<file path="src/rtl/pjg_regs.vh">
// Register offsets, field positions and reset values of the port block
`ifndef PJG_REGS_VH
`define PJG_REGS_VH

// ==========================================================
// Register byte offsets (Avalon word aligned)
`define PJG_OFF_PIN_LEVEL_DATA 4'h0
`define PJG_OFF_OUTPUT_LATCH   4'h4
`define PJG_OFF_PIN_DIRECTION  4'h8
`define PJG_OFF_PORT_G_CTRL    4'hC
`define PJG_OFF_MEM_IF_CTRL    5'h10

// ==========================================================
// Field positions
`define PJG_BIT_PULLUP_ENABLE   5
`define PJG_BIT_EXT_BUS_DISABLE 7

// ==========================================================
// Reset values
`define PJG_RST_OUTPUT_LATCH   8'h00
`define PJG_RST_PIN_DIRECTION  8'hFF
`define PJG_RST_PORT_G_CTRL    8'h00
`define PJG_RST_MEM_IF_CTRL    8'h80

`endif

</file>
<file path="src/rtl/pjg_port_j.v">
// Eight-bit general purpose port with external bus override and Avalon-MM registers
//
// The placing of the registers and the Avalon-MM slave port are this design's own decisions.
`include "pjg_regs.vh"

// Summary of operation
// - Eight independent bidirectional pins
// - Direction bit one floats the pin
// - Direction bit zero drives latch value
// - Per-pin direction, hysteresis-buffered inputs
// - Latch reads return latch, not pins
// - Reset makes all pins inputs
// - Clearing bus disable hands pins to interface
// - Interface overrides direction and port data
// - Bits 0-3: ALE, OE, write strobes
// - Bits 4-7: address bit, CE, byte enables
// - Shared control bit gates all pull-ups
// - Output pins lose their pull-up
// - Reset leaves pull-ups disabled
module pjg_port_j #(
    parameter WIDTH = 8
) (
    // Clocking
    input  wire             clk,
    input  wire             reset,
    input  wire             clkEn,
    // Avalon-MM slave
    input  wire [4:0]       avsAddress,
    input  wire             avsRead,
    input  wire             avsWrite,
    input  wire [31:0]      avsWritedata,
    input  wire [3:0]       avsByteenable,
    output reg  [31:0]      avsReaddata,
    output reg              avsWaitrequest,
    output reg  [1:0]       avsResponse,
    // Memory interface control sources
    input  wire             memAddrLatchEn,
    input  wire             memOutputEn,
    input  wire             memWriteLowStrobe,
    input  wire             memWriteHighStrobe,
    input  wire             memByteAddressBit,
    input  wire             memChipEn,
    input  wire             memLowerByteEnable,
    input  wire             memUpperByteEnable,
    // Pins
    input  wire [WIDTH-1:0] pinIn,
    output reg  [WIDTH-1:0] pinOut,
    output reg  [WIDTH-1:0] pinOe,
    output reg  [WIDTH-1:0] pinPullupEn
);
    // ==========================================================
    // Registers
    reg  [WIDTH-1:0] outputLatch_r;
    reg  [WIDTH-1:0] pinDirection_r;
    reg  [7:0]       portGCtrl_r;
    reg  [7:0]       memIfCtrl_r;
    reg              ackPending_r;
    wire [WIDTH-1:0] pinLevel;
    wire [WIDTH-1:0] pinOutNxt;
    wire [WIDTH-1:0] pinOeNxt;
    wire [WIDTH-1:0] pullupNxt;
    wire [WIDTH-1:0] memCtrlBus;
    wire             memIfOwns;
    wire             accessReq;
    wire             accessDone;
    reg  [7:0]       readByte;

    // Merge one byte lane of write data under byte enable
    function [7:0] laneMerge;
        input [7:0] oldVal;
        input [7:0] newVal;
        input       laneEn;
        begin
            laneMerge = laneEn ? newVal : oldVal;
        end
    endfunction

    function mapped;
        input [4:0] addr;
        begin
            mapped = (addr == {1'b0, `PJG_OFF_PIN_LEVEL_DATA}) || (addr == {1'b0, `PJG_OFF_OUTPUT_LATCH}) ||
                     (addr == {1'b0, `PJG_OFF_PIN_DIRECTION}) || (addr == {1'b0, `PJG_OFF_PORT_G_CTRL}) ||
                     (addr == `PJG_OFF_MEM_IF_CTRL);
        end
    endfunction

    // ==========================================================
    // Pin sampling through two flops (hysteresis lives in the pad)
    pjg_sync2 #(
        .WIDTH   (WIDTH)
    ) uSync (
        .clk     (clk),
        .reset   (reset),
        .clkEn   (clkEn),
        .asyncIn (pinIn),
        .syncOut (pinLevel)
    );

    // ==========================================================
    // Memory interface control placement
    assign memCtrlBus = {memUpperByteEnable, memLowerByteEnable, memChipEn, memByteAddressBit,
                         memWriteHighStrobe, memWriteLowStrobe, memOutputEn, memAddrLatchEn};
    assign memIfOwns  = ~memIfCtrl_r[`PJG_BIT_EXT_BUS_DISABLE];

    pjg_pin_mux #(
        .WIDTH      (WIDTH)
    ) uMux (
        .latchVal   (outputLatch_r),
        .dirVal     (pinDirection_r),
        .pullupCtrl (portGCtrl_r[`PJG_BIT_PULLUP_ENABLE]),
        .memIfOwns  (memIfOwns),
        .memIfCtrl  (memCtrlBus),
        .pinOutNxt  (pinOutNxt),
        .pinOeNxt   (pinOeNxt),
        .pullupNxt  (pullupNxt)
    );

    // Registered pin drive, one cycle behind the control state
    always @(posedge clk) begin
        if (reset) begin
            pinOut      <= {WIDTH{1'b0}};
            pinOe       <= {WIDTH{1'b0}};
            pinPullupEn <= {WIDTH{1'b0}};
        end else if (clkEn) begin
            pinOut      <= pinOutNxt;
            pinOe       <= pinOeNxt;
            pinPullupEn <= pullupNxt;
        end
    end

    // ==========================================================
    // Avalon-MM slave: one wait state, answer on the second edge
    // Waitrequest stays combinational so a low clock enable holds the master off
    assign accessReq  = avsRead | avsWrite;
    assign accessDone = accessReq & ackPending_r & clkEn;

    always @(posedge clk) begin
        if (reset) begin
            ackPending_r <= 1'b0;
        end else if (clkEn) begin
            ackPending_r <= accessReq & ~ackPending_r;
        end
    end

    always @* begin
        avsWaitrequest = ~accessDone;
    end

    always @(posedge clk) begin
        if (reset) begin
            outputLatch_r  <= `PJG_RST_OUTPUT_LATCH;
            pinDirection_r <= `PJG_RST_PIN_DIRECTION;
            portGCtrl_r    <= `PJG_RST_PORT_G_CTRL;
            memIfCtrl_r    <= `PJG_RST_MEM_IF_CTRL;
        end else if (clkEn && avsWrite && accessDone) begin
            case (avsAddress)
                {1'b0, `PJG_OFF_PIN_LEVEL_DATA},
                {1'b0, `PJG_OFF_OUTPUT_LATCH}: begin
                    outputLatch_r <= laneMerge(outputLatch_r, avsWritedata[7:0], avsByteenable[0]);
                end
                {1'b0, `PJG_OFF_PIN_DIRECTION}: begin
                    pinDirection_r <= laneMerge(pinDirection_r, avsWritedata[7:0], avsByteenable[0]);
                end
                {1'b0, `PJG_OFF_PORT_G_CTRL}: begin
                    portGCtrl_r <= laneMerge(portGCtrl_r, avsWritedata[7:0], avsByteenable[0]);
                end
                `PJG_OFF_MEM_IF_CTRL: begin
                    memIfCtrl_r <= laneMerge(memIfCtrl_r, avsWritedata[7:0], avsByteenable[0]);
                end
                default: begin
                end
            endcase
        end
    end

    // Read byte selection
    always @* begin
        case (avsAddress)
            {1'b0, `PJG_OFF_PIN_LEVEL_DATA}: readByte = pinLevel;
            {1'b0, `PJG_OFF_OUTPUT_LATCH}:   readByte = outputLatch_r;
            {1'b0, `PJG_OFF_PIN_DIRECTION}:  readByte = pinDirection_r;
            {1'b0, `PJG_OFF_PORT_G_CTRL}:    readByte = portGCtrl_r;
            `PJG_OFF_MEM_IF_CTRL:            readByte = memIfCtrl_r;
            default:                         readByte = 8'h00;
        endcase
    end

    // Read data captured at the first edge of the access, so it stands in the cycle that waitrequest is low
    always @(posedge clk) begin
        if (reset) begin
            avsReaddata <= 32'h0000_0000;
            avsResponse <= 2'h0;
        end else if (clkEn && accessReq && !ackPending_r) begin
            avsReaddata <= {24'h000000, readByte};
            avsResponse <= mapped(avsAddress) ? 2'h0 : 2'h2;
        end
    end
endmodule // pjg_port_j

</file>
<file path="src/rtl/pjg_sync2.v">
// Two-flop synchroniser for the pin inputs
module pjg_sync2 #(
    parameter WIDTH = 8
) (
    // Clocking
    input  wire             clk,
    input  wire             reset,
    input  wire             clkEn,
    // Data
    input  wire [WIDTH-1:0] asyncIn,
    output reg  [WIDTH-1:0] syncOut
);
    reg [WIDTH-1:0] stage1_r;

    always @(posedge clk) begin
        if (reset) begin
            stage1_r <= {WIDTH{1'b0}};
            syncOut  <= {WIDTH{1'b0}};
        end else if (clkEn) begin
            stage1_r <= asyncIn;
            syncOut  <= stage1_r;
        end
    end
endmodule // pjg_sync2

</file>
<file path="src/rtl/pjg_pin_mux.v">
// Per-pin owner mux: port function or memory interface control outputs
module pjg_pin_mux #(
    parameter WIDTH = 8
) (
    // Port side
    input  wire [WIDTH-1:0] latchVal,
    input  wire [WIDTH-1:0] dirVal,
    input  wire             pullupCtrl,
    // Memory interface side
    input  wire             memIfOwns,
    input  wire [WIDTH-1:0] memIfCtrl,
    // Pin side
    output wire [WIDTH-1:0] pinOutNxt,
    output wire [WIDTH-1:0] pinOeNxt,
    output wire [WIDTH-1:0] pullupNxt
);
    // Memory interface wins, direction ignored
    assign pinOutNxt = memIfOwns ? memIfCtrl : latchVal;
    assign pinOeNxt  = memIfOwns ? {WIDTH{1'b1}} : ~dirVal;
    // Pull-up only on pins that are not driven
    assign pullupNxt = {WIDTH{pullupCtrl}} & ~pinOeNxt;
endmodule // pjg_pin_mux

</file>
<file path="config.mk">
export PLATFORM = sky130hd
export DESIGN_NAME = pjg_port_j
export DESIGN_NICKNAME = d
export VERILOG_FILES = /design/src/rtl/pjg_port_j.v /design/src/rtl/pjg_sync2.v /design/src/rtl/pjg_pin_mux.v
export VERILOG_INCLUDE_DIRS = /design/src /design/src/rtl
export SDC_FILE = /design/constraint.sdc
export NUM_CORES = 1
export LEC_CHECK = 0
export ABC_AREA = 0
export BUFFER_PORTS_ARGS = -buffer_cell sky130_fd_sc_hd__buf_2
export CAP_MARGIN = 25
export CORE_ASPECT_RATIO = 0.6
export CORE_MARGIN = 4
export CORE_UTILIZATION = 23
export CTS_BUF_LIST = sky130_fd_sc_hd__clkbuf_8 sky130_fd_sc_hd__clkbuf_16
export DETAILED_ROUTE_END_ITERATION = 8
export GPL_ROUTABILITY_DRIVEN = 0
export PLACE_DENSITY_LB_ADDON = 0.12
export SLEW_MARGIN = 30
export SYNTH_ARGS = -nofsm -noshare
export SYNTH_HDL_FRONTEND = slang
export SYNTH_SLANG_ARGS = --single-unit
</file>
<file path="constraint.sdc">
create_clock -name clk -period 1.9 [get_ports clk]
set_input_delay 0.475 -clock clk [delete_from_list [all_inputs] [get_ports clk]]
set_output_delay 0.475 -clock clk [all_outputs]
set_load 0.02 [all_outputs]
</file>
==> impl_metrics.toml, run 1 <==
[status]
status = "complete, no violations"

[worst_hold_path]
hold_path.class = "in2reg"
hold_depth = 3

[sta]
setup_ws_ns = 0.2982
rsz0062_at_grt = "no"
hold_viol = 0
drv_slew = 0
fmax_mhz = 624.3
skew_ns = 0.004091
worst_pin_slew_ns = 0.7187
slew_headroom_pct = 52.08
post-route-period-util_pct = 84.30
whs_ns = 0.3760
finalCriticalPeriod_ns = 1.602
setup-tns-final_ns = 0
setup_viol = 0

[route]
drt-initial-drc-count = 161
postRouteWirelength_um = 10150
routed_via_density = 4.363
first_pass_iters = 4
ant_nets = 0
vias = 2801
drc = 0
avgRoutedWirePerCell_um = 15.81

[power]
ir_drop_v = 0.0003091
leakage_nw = 1.897
power_density_nw_per_um2 = 929.2

[cts]
cts_tree = "built"
clk_latency_ns = 0.33
clockBufferDepth = 2
cts_max_level = 3
clkSlewWorstSetupHoldPaths_ns = 0.06
cts-resized-gates = 0
cts_setup_buffers = 0
holdBufCountCts = 0
cts_sinks = 82
cts-root-buf = "clkbuf_16"
numCtsBuffers = 9

[final_layout]
layout-drive-gt1-share_pct = 26.35
final_cell_mix = "82 x dfxtp_1, 68 x buf_2, 60 x nor2_1, 41 x mux2i_1, 25 x conb_1"
area.growth.synth_to_final_pct = 23.82
final_common_cell = "dfxtp_1"
fin_area_sq_um = 4417
utilization_pct = 29.75
fillerInstances = 1607
nets = 501
n_antenna_cell = 0

[worst_setup_path]
crit_type = "reg2reg"
rr_worst_depth = 5
worst_ep_required_time_ns = 2.11
cp_max_fo = 8
cp-start-kind = "flip-flop"
critPathArrivalTime_ns = 1.81
critPathCaptureType = "flip-flop"

[floorplanning]
die_x_um = 168.8
core_sq_um = 14850
die_h_um = 104.5
die_area_sq_um = 17630
initial_core_util_pct = 24.03
rows = 34
ioPinCount = 121

[grt]
overflow = 0
grt_usage_pct = 11.54
antenna_found_initial = 2
grt_max_degree = 83
grt_pass1_wl_um = 15720
grt_pass1_vias = 2715

[logic_synthesis]
yosysWarnings = 0
syn_area_sq_um = 3567
syn_inst = 371
ys_ff_latch = 82
syn_area_per_cell_sq_um = 9.615
synth_cell_types = 37
synth_seq_area_share_pct = 46.02

[place]
dpl.hpwl_um = 7443
pre_cts_ws_ns = 0.007489
port_buffers = 68
dpl_cell_area_sq_um = 4086

[flow_run]
cap_violations = 0
worst paths after layout:
check,start,end,slack [ns]
setup reg to reg,ackPending_r$_SDFFE_PP0P_,portGCtrl_r[1]$_SDFFE_PP0P_,0.30
hold / removal,pinIn[0],uSync.stage1_r[0]$_SDFFE_PP0P_,0.38
hold reg to reg,memIfCtrl_r[1]$_SDFFE_PP0P_,memIfCtrl_r[1]$_SDFFE_PP0P_,0.46
setup / recovery,ackPending_r$_SDFFE_PP0P_,portGCtrl_r[1]$_SDFFE_PP0P_,0.30
layout make-up:
cell class                 count  area, sq um  share of cell area, %
clock buffer                  11        252.7                  5.722
clock inverter                 5        77.57                  1.756
inverter                       1        3.754                0.08499
multi-input combinational    258         1673                  37.88
sequential                    82         1642                  37.17
tap                          198        247.7                  5.609
timing repair buffer          87        520.5                  11.78
routing by layer:
metal | global-route usage (%) | up-vias | part of all wire (%) | wire length, um
met1 | 17.18 | 1334 | 53 | 5393
met4 | 2.258 | 4 | 0.29 | 29
met5 | 0 | - | 0.21 | 21
met3 | 4.178 | 6 | 5.6 | 565
li1 | - | 1395 | - | -
met2 | 15.83 | 62 | 41 | 4142
stage by stage:
stage,instances,power [mW]
3_3_place_gp,626,2.219
3_5_place_dp,626,2.222
5_1_grt,642,4.277
2_1_floorplan,395,2.113
4_1_cts,642,4.176
6_report,642,4.104
power breakdown:
group          internal (mW)  leakage [nW]  total, mW  switching [mW]
sequential              1.77         0.668       1.80          0.0274
combinational          0.134          1.06      0.383           0.249
clock                   1.22         0.167       1.92           0.705
kinds of logic after synthesis:
group                  Yosys count  share of synthesized area [%]
AOI/OAI and AO/OA               58                          11.72
muxes                           52                          15.92
DFF                             82                          46.02
and+or+nand+nor                123                          16.63
other                            1                         0.1051
buffers and inverters           55                          9.611
synth_stat cells:
cell	n	share of area, %
nor2_1	60	6.3
nand3_1	17	2.4
buf_2	6	0.84
mux2_2	8	2.5
nand2_1	13	1.4
nor3b_1	1	0.21
nand2b_1	9	1.6
nand3b_1	1	0.21
nor4_2	1	0.35
and2_1	3	0.53
buf_4	26	5.5
mux4_2	3	1.9
a221oi_1	3	0.74
buf_1	2	0.21
mux2i_1	41	12
a211o_1	8	2.0
o21ai_0	3	0.42
buf_12	1	0.56
dfxtp_1	82	46
conb_1	1	0.11
nor2b_1	8	1.4
a211oi_1	8	1.7
and4_1	1	0.25
inv_1	1	0.11
or2_2	1	0.18
a21oi_1	16	2.2
nor3_1	4	0.56
nor4b_4	1	0.67
a311oi_1	14	3.4
o211ai_1	1	0.21
a22oi_1	4	0.84
a31oi_1	1	0.18
nor4_1	1	0.18
clkbuf_1	17	1.8
nand3_2	1	0.28
buf_6	2	0.63
and3_1	1	0.18
worst max-delay path, cell delays in order, from the launching register on:
cell     delay (ns)
dfxtp_1        0.38
and4_1         0.33
buf_4          0.16
nand3_2        0.29
mux2i_1        0.25
nor2_1         0.05
No activity file was read; power rests on OpenSTA's default activity.
==> inputs of run 2 (changes only) <==
Clock period 1.9 ns to 1.5 ns, I/O delays scaled along.
==> run 2 against run 1 <==
Sequential share of layout area shrank 0.72 points. Via count up 0.29%. Setup slack worse by 0.22 ns. Largest power group unchanged. Critical endpoint is now avsWaitrequest. Largest cell class unchanged.
==> impl_metrics.toml, run 2 (synthesis results as in run 1) <==
[final_layout]
final_common_cell = "dfxtp_1"
n_antenna_cell = 0
layout-drive-gt1-share_pct = 28.79
nets = 512
fin_cells = 653
final_cell_mix = "82 x dfxtp_1, 68 x buf_2, 60 x nor2_1, 41 x mux2i_1, 26 x buf_4"
area.growth.synth_to_final_pct = 26.27
utilization_pct = 30.34

[grt]
grt_max_degree = 50
grt_usage_pct = 11.71
overflow = 0
grt_pass1_wl_um = 15720
antenna_found_initial = 0
grt_pass1_vias = 2732

[sta]
post-route-period-util_pct = 94.57
rsz0062_at_grt = "no"
setup-tns-final_ns = 0
fmax_mhz = 704.9
skew_ns = 0.005589
drv_slew = 0
finalCriticalPeriod_ns = 1.419
hold_viol = 0
setup_viol = 0

[route]
avgRoutedWirePerCell_um = 15.71
first_pass_iters = 4
postRouteWirelength_um = 10260
drc = 0
routed_via_density = 4.302
vias = 2809
drt-initial-drc-count = 130
ant_nets = 0

[power]
ir_drop_v = 0.0003988
swShare_pct = 24.59
seq_power_share_pct = 44.6
p_sw_mw = 1.255
power_density_nw_per_um2 = 1133
leakage_nw = 1.958
clockPowerShare_pct = 45.5
p_int_mw = 3.849
comb_power_share_pct = 9.9

[floorplanning]
ioPinCount = 121
rows = 34
die_area_sq_um = 17630
die_x_um = 168.8
core_sq_um = 14850
initial_core_util_pct = 24.03
die_h_um = 104.5

[flow_run]
cap_violations = 0

[cts]
clockBufferDepth = 2
holdBufCountCts = 0
cts_tree = "built"
clkSlewWorstSetupHoldPaths_ns = 0.06
clk_latency_ns = 0.34
numCtsBuffers = 9
cts_sinks = 82
cts-resized-gates = 0
cts-root-buf = "clkbuf_16"
cts_max_level = 3
cts_setup_buffers = 0

[worst_setup_path]
cpMaxStageDelayCell = "dfxtp_1"
path_buf_inv = 2
worst_ep_required_time_ns = 1.12
rr_worst_depth = 5
startpoint = "ackPending_r$_SDFFE_PP0P_"
cp-start-kind = "flip-flop"
cp_max_fo = 4
r2r_end = "pinDirection_r[3]$_SDFFE_PP1P_"
crit_type = "reg2out"
r2r_slack_ns = 0.13
crit_family = "buffers and inverters"
worstReg2RegStart = "ackPending_r$_SDFFE_PP0P_"
cp_cell_sequence = "buf_4 -> o211ai_1 -> buf_2"
critPathArrivalTime_ns = 1.04
max_stage_delay_ns = 0.31
critPathCaptureType = "output pin"

[worst_hold_path]
hold_path.class = "in2reg"
min_from = "pinIn[7]"
hold_depth = 3
whs_endpoint = "uSync.stage1_r[7]$_SDFFE_PP0P_"

[place]
dp_cells = 637
port_buffers = 68
dpl.hpwl_um = 7756

[status]
status = "complete, no violations"
[run 2: per-layer routing]
metal	global-route usage, %	routed length [um]
met4	2.953	89
met3	3.456	598
met2	15.74	4145
met1	17.92	5427
met5	0	0
[run 2: layout make-up]
class,instances,area (sq um)
fillers,1573,10340
clock buffers,12,266.5
inverters,1,3.754
repair buffers,98,615.6
multi-input cells,258,1680
flip-flops and latches,82,1642
well taps,198,247.7
clock inverters,4,48.80
[run 2: stage by stage]
stage | hold WS, ns | total power, mW | area (sq um) | setup slack, ns
detailed placement | 0.4510 | 2.835 | 4182 | -0.1522
global route | 0.2623 | 5.324 | 4504 | 0.003719
floorplan | 0.4364 | 2.679 | 3666 | -0.1042
finish | 0.2659 | 5.105 | 4504 | 0.08139
global placement | 0.4453 | 2.830 | 4182 | -0.1748
CTS | 0.2553 | 5.190 | 4497 | 0.05916
[run 2: power by group through the flow]
stage	registers [mW]	logic (mW)	clock network, mW
3_3_place_gp	2.32	0.508	0
6_report	2.27	0.508	2.32
2_1_floorplan	2.37	0.313	0
4_1_cts	2.28	0.512	2.40
5_1_grt	2.28	0.554	2.49
3_5_place_dp	2.32	0.511	0
[run 2: worst register-to-register path, stage by stage (launching register included)]
cell and delay, ns:
dfxtp_1 0.33, and4_2 0.30, and3_1 0.20, buf_4 0.16, nor2b_1 0.05, a211o_1 0.22
[run 2: worst max path at each step]
stage,to,cells past startpoint
after floorplan,pinDirection_r[6]$_SDFFE_PP1P_,7
after global placement,outputLatch_r[5]$_SDFFE_PP0P_,7
after detailed placement,avsReaddata[0]$_SDFFE_PP0P_,6
after CTS,avsWaitrequest,3
after global routing,avsWaitrequest,3
final,avsWaitrequest,3
==> inputs of run 3 (changes only) <==
==> constraint.sdc (replaced) <==
create_clock -name clk -period 1.28 [get_ports clk]
set_input_delay 0.256 -clock clk [delete_from_list [all_inputs] [get_ports clk]]
set_output_delay 0.256 -clock clk [all_outputs]
set_load 0.02 [all_outputs]
==> run 3 against run 2 <==
The flow now finishes with violations (setup timing). Non-clock buffer count grew 7. Power up 16%. Register-to-register slack got worse by 0.13 ns. Sequential share of layout area is 0.83 points lower. Utilization rose by 0.83 points. Sequential cell count is the same. Clock power grew 14%. Combinational power increased by 23%. First-iteration DRC count up 32%. Setup slack worse by 0.082 ns. Largest cell class unchanged.
==> impl_metrics.toml, run 3 (synthesis results as in run 1) <==
[route]
drc = 0
drt-initial-drc-count = 172
first_pass_iters = 4
routed_via_density = 4.356
postRouteWirelength_um = 10670
ant_nets = 0
avgRoutedWirePerCell_um = 16.17
vias = 2875

[cts]
numCtsBuffers = 9
cts_tree = "built"
holdBufCountCts = 0
cts_sinks = 82
clk_latency_ns = 0.34
clkSlewWorstSetupHoldPaths_ns = 0.07
cts_max_level = 3
cts-root-buf = "clkbuf_16"
clockBufferDepth = 2

[sta]
post-route-period-util_pct = 100.1
drv_slew = 0
rsz0062_at_grt = "yes"
hold_viol = 0
skew_ns = 0.01044
fmax_mhz = 780.8
setup_viol = 1
setup_ws_ns = -0.0007468
whs_ns = 0.1496
finalCriticalPeriod_ns = 1.281

[worst_setup_path]
worst_ep_required_time_ns = 1.50
r2r_end = "pinDirection_r[6]$_SDFFE_PP1P_"
cp_max_fo = 16
cpMaxStageDelayCell = "dfxtp_2"
critPathCaptureType = "flip-flop"
crit_type = "reg2reg"
worstReg2RegStart = "ackPending_r$_SDFFE_PP0P_"
rr_worst_depth = 5
cp-start-kind = "flip-flop"
max_stage_delay_ns = 0.33
cp_cell_sequence = "and4_4 -> and3_4 -> buf_12 -> nor2b_1 -> a211o_1"
critPathArrivalTime_ns = 1.50
r2r_slack_ns = -0.0007

[power]
p_int_mw = 4.383
swShare_pct = 26.21
comb_power_share_pct = 10.5
seq_power_share_pct = 44.9
p_sw_mw = 1.557
ir_drop_v = 0.0005815
power_density_nw_per_um2 = 1284
leakage_nw = 1.998
clockPowerShare_pct = 44.6

[place]
dpl.hpwl_um = 8135
port_buffers = 68
dpl_cell_area_sq_um = 4244

[grt]
grt_max_degree = 49
antenna_found_initial = 0
grt_pass1_vias = 2877
grt_pass1_wl_um = 16930
overflow = 0
grt_usage_pct = 12.43

[final_layout]
fin_area_sq_um = 4627
multi_input_area_sq_um = 1725
regArea_sq_um = 1648
area.growth.synth_to_final_pct = 29.71
final_cell_mix = "79 x dfxtp_1, 67 x buf_2, 60 x nor2_1, 41 x mux2i_1, 29 x buf_4"
layout-drive-gt1-share_pct = 32.03
fillerInstances = 1590
final_common_cell = "dfxtp_1"
n_antenna_cell = 0
nets = 519

[flow_run]
cap_violations = 0

[worst_hold_path]
min_from = "pinIn[1]"
whs_endpoint = "uSync.stage1_r[1]$_SDFFE_PP0P_"
hold_path.class = "in2reg"
hold_depth = 3

[status]
status = "finished, violations left"
violations = "setup timing"

[floorplanning]
ioPinCount = 121
die_h_um = 104.5
die_x_um = 168.8
initial_core_util_pct = 24.03
core_sq_um = 14850
rows = 34
die_area_sq_um = 17630
[run 3: changes by cell type in the layout (fill, tap and decap cells not counted), moves of 2 or more]
cell	previous run	this run
buf_4	26	29
and2_1	3	1
a221oi_1	3	0
clkinv_2	2	0
clkbuf_8	3	0
a221oi_2	0	3
dfxtp_2	0	2
dfxtp_1	82	79
clkinvlp_4	0	3
buf_6	0	4
[run 3: worst max-delay path: cells and delay by family (launching register included)]
family | cells | cell delay (ns)
simple gates | 3 | 0.49
compound gates | 1 | 0.22
buf+inv | 1 | 0.13
flops | 1 | 0.33
[run 3: repair_timing]
| item | 4_1_cts | 5_1_grt |
|---|---|---|
| resized for setup | 10 | 11 |
| endpoints found under the hold margin | 0 | 0 |
| pin swaps | 1 | 3 |
| endpoints found under the setup margin | 29 | 26 |
| cloned | 0 | 0 |
| setup buffers | 0 | 3 |
[run 3: how the worst max path moves through the flow]
stage,startpoint,endpoint,slack (ns),cells past startpoint
final,ackPending_r$_SDFFE_PP0P_,pinDirection_r[6]$_SDFFE_PP1P_,-0.0007,5
after global routing,uSync.syncOut[2]$_SDFFE_PP0P_,avsReaddata[2]$_SDFFE_PP0P_,-0.06,3
after CTS,ackPending_r$_SDFFE_PP0P_,pinDirection_r[6]$_SDFFE_PP1P_,-0.01,5
after detailed placement,avsAddress[1],avsReaddata[6]$_SDFFE_PP0P_,-0.38,6
after global placement,avsAddress[1],avsReaddata[2]$_SDFFE_PP0P_,-0.31,6
after floorplan,avsAddress[3],pinDirection_r[5]$_SDFFE_PP1P_,-0.21,7
[run 3: metal layers]
layer / track usage (%) / vias up / part of all wire (%)
li1: - / 1436 / -
met1: 19.00 / 1356 / 52
met2: 16.74 / 75 / 40
met3: 4.064 / 8 / 7.1
met4: 2.490 / 0 / 0.57
met5: 0 / - / 0
[run 3: final cells by class]
class	instances	share of cell area [%]
multi-input cells	258	37.29
flip-flops and latches	82	35.61
repair buffers	105	15.09
well taps	198	5.354
clock buffers	9	4.867
clock inverters	7	1.704
inverters	1	0.08112
[run 3: through the flow]
step           setup slack (ns)  cells    TNS [ns]  utilization [%]  power, mW
2_1_floorplan           -0.2052    395      -4.064                -      3.142
3_3_place_gp            -0.3063    642      -9.566            28.59      3.327
3_5_place_dp            -0.3762    642      -10.84            28.59      3.333
4_1_cts                -0.01175    658    -0.02071            30.83      6.022
5_1_grt                -0.06369    660     -0.4979            31.16      6.204
6_report             -0.0007468    660  -0.0007468            31.16      5.940
[run 3: power by group through the flow]
| stage | clock network (mW) | registers [mW] | logic (mW) |
|---|---|---|---|
| 3_3_place_gp | 0 | 2.72 | 0.605 |
| 4_1_cts | 2.74 | 2.67 | 0.617 |
| 5_1_grt | 2.84 | 2.67 | 0.685 |
| 2_1_floorplan | 0 | 2.77 | 0.369 |
| 6_report | 2.65 | 2.66 | 0.626 |
| 3_5_place_dp | 0 | 2.72 | 0.610 |
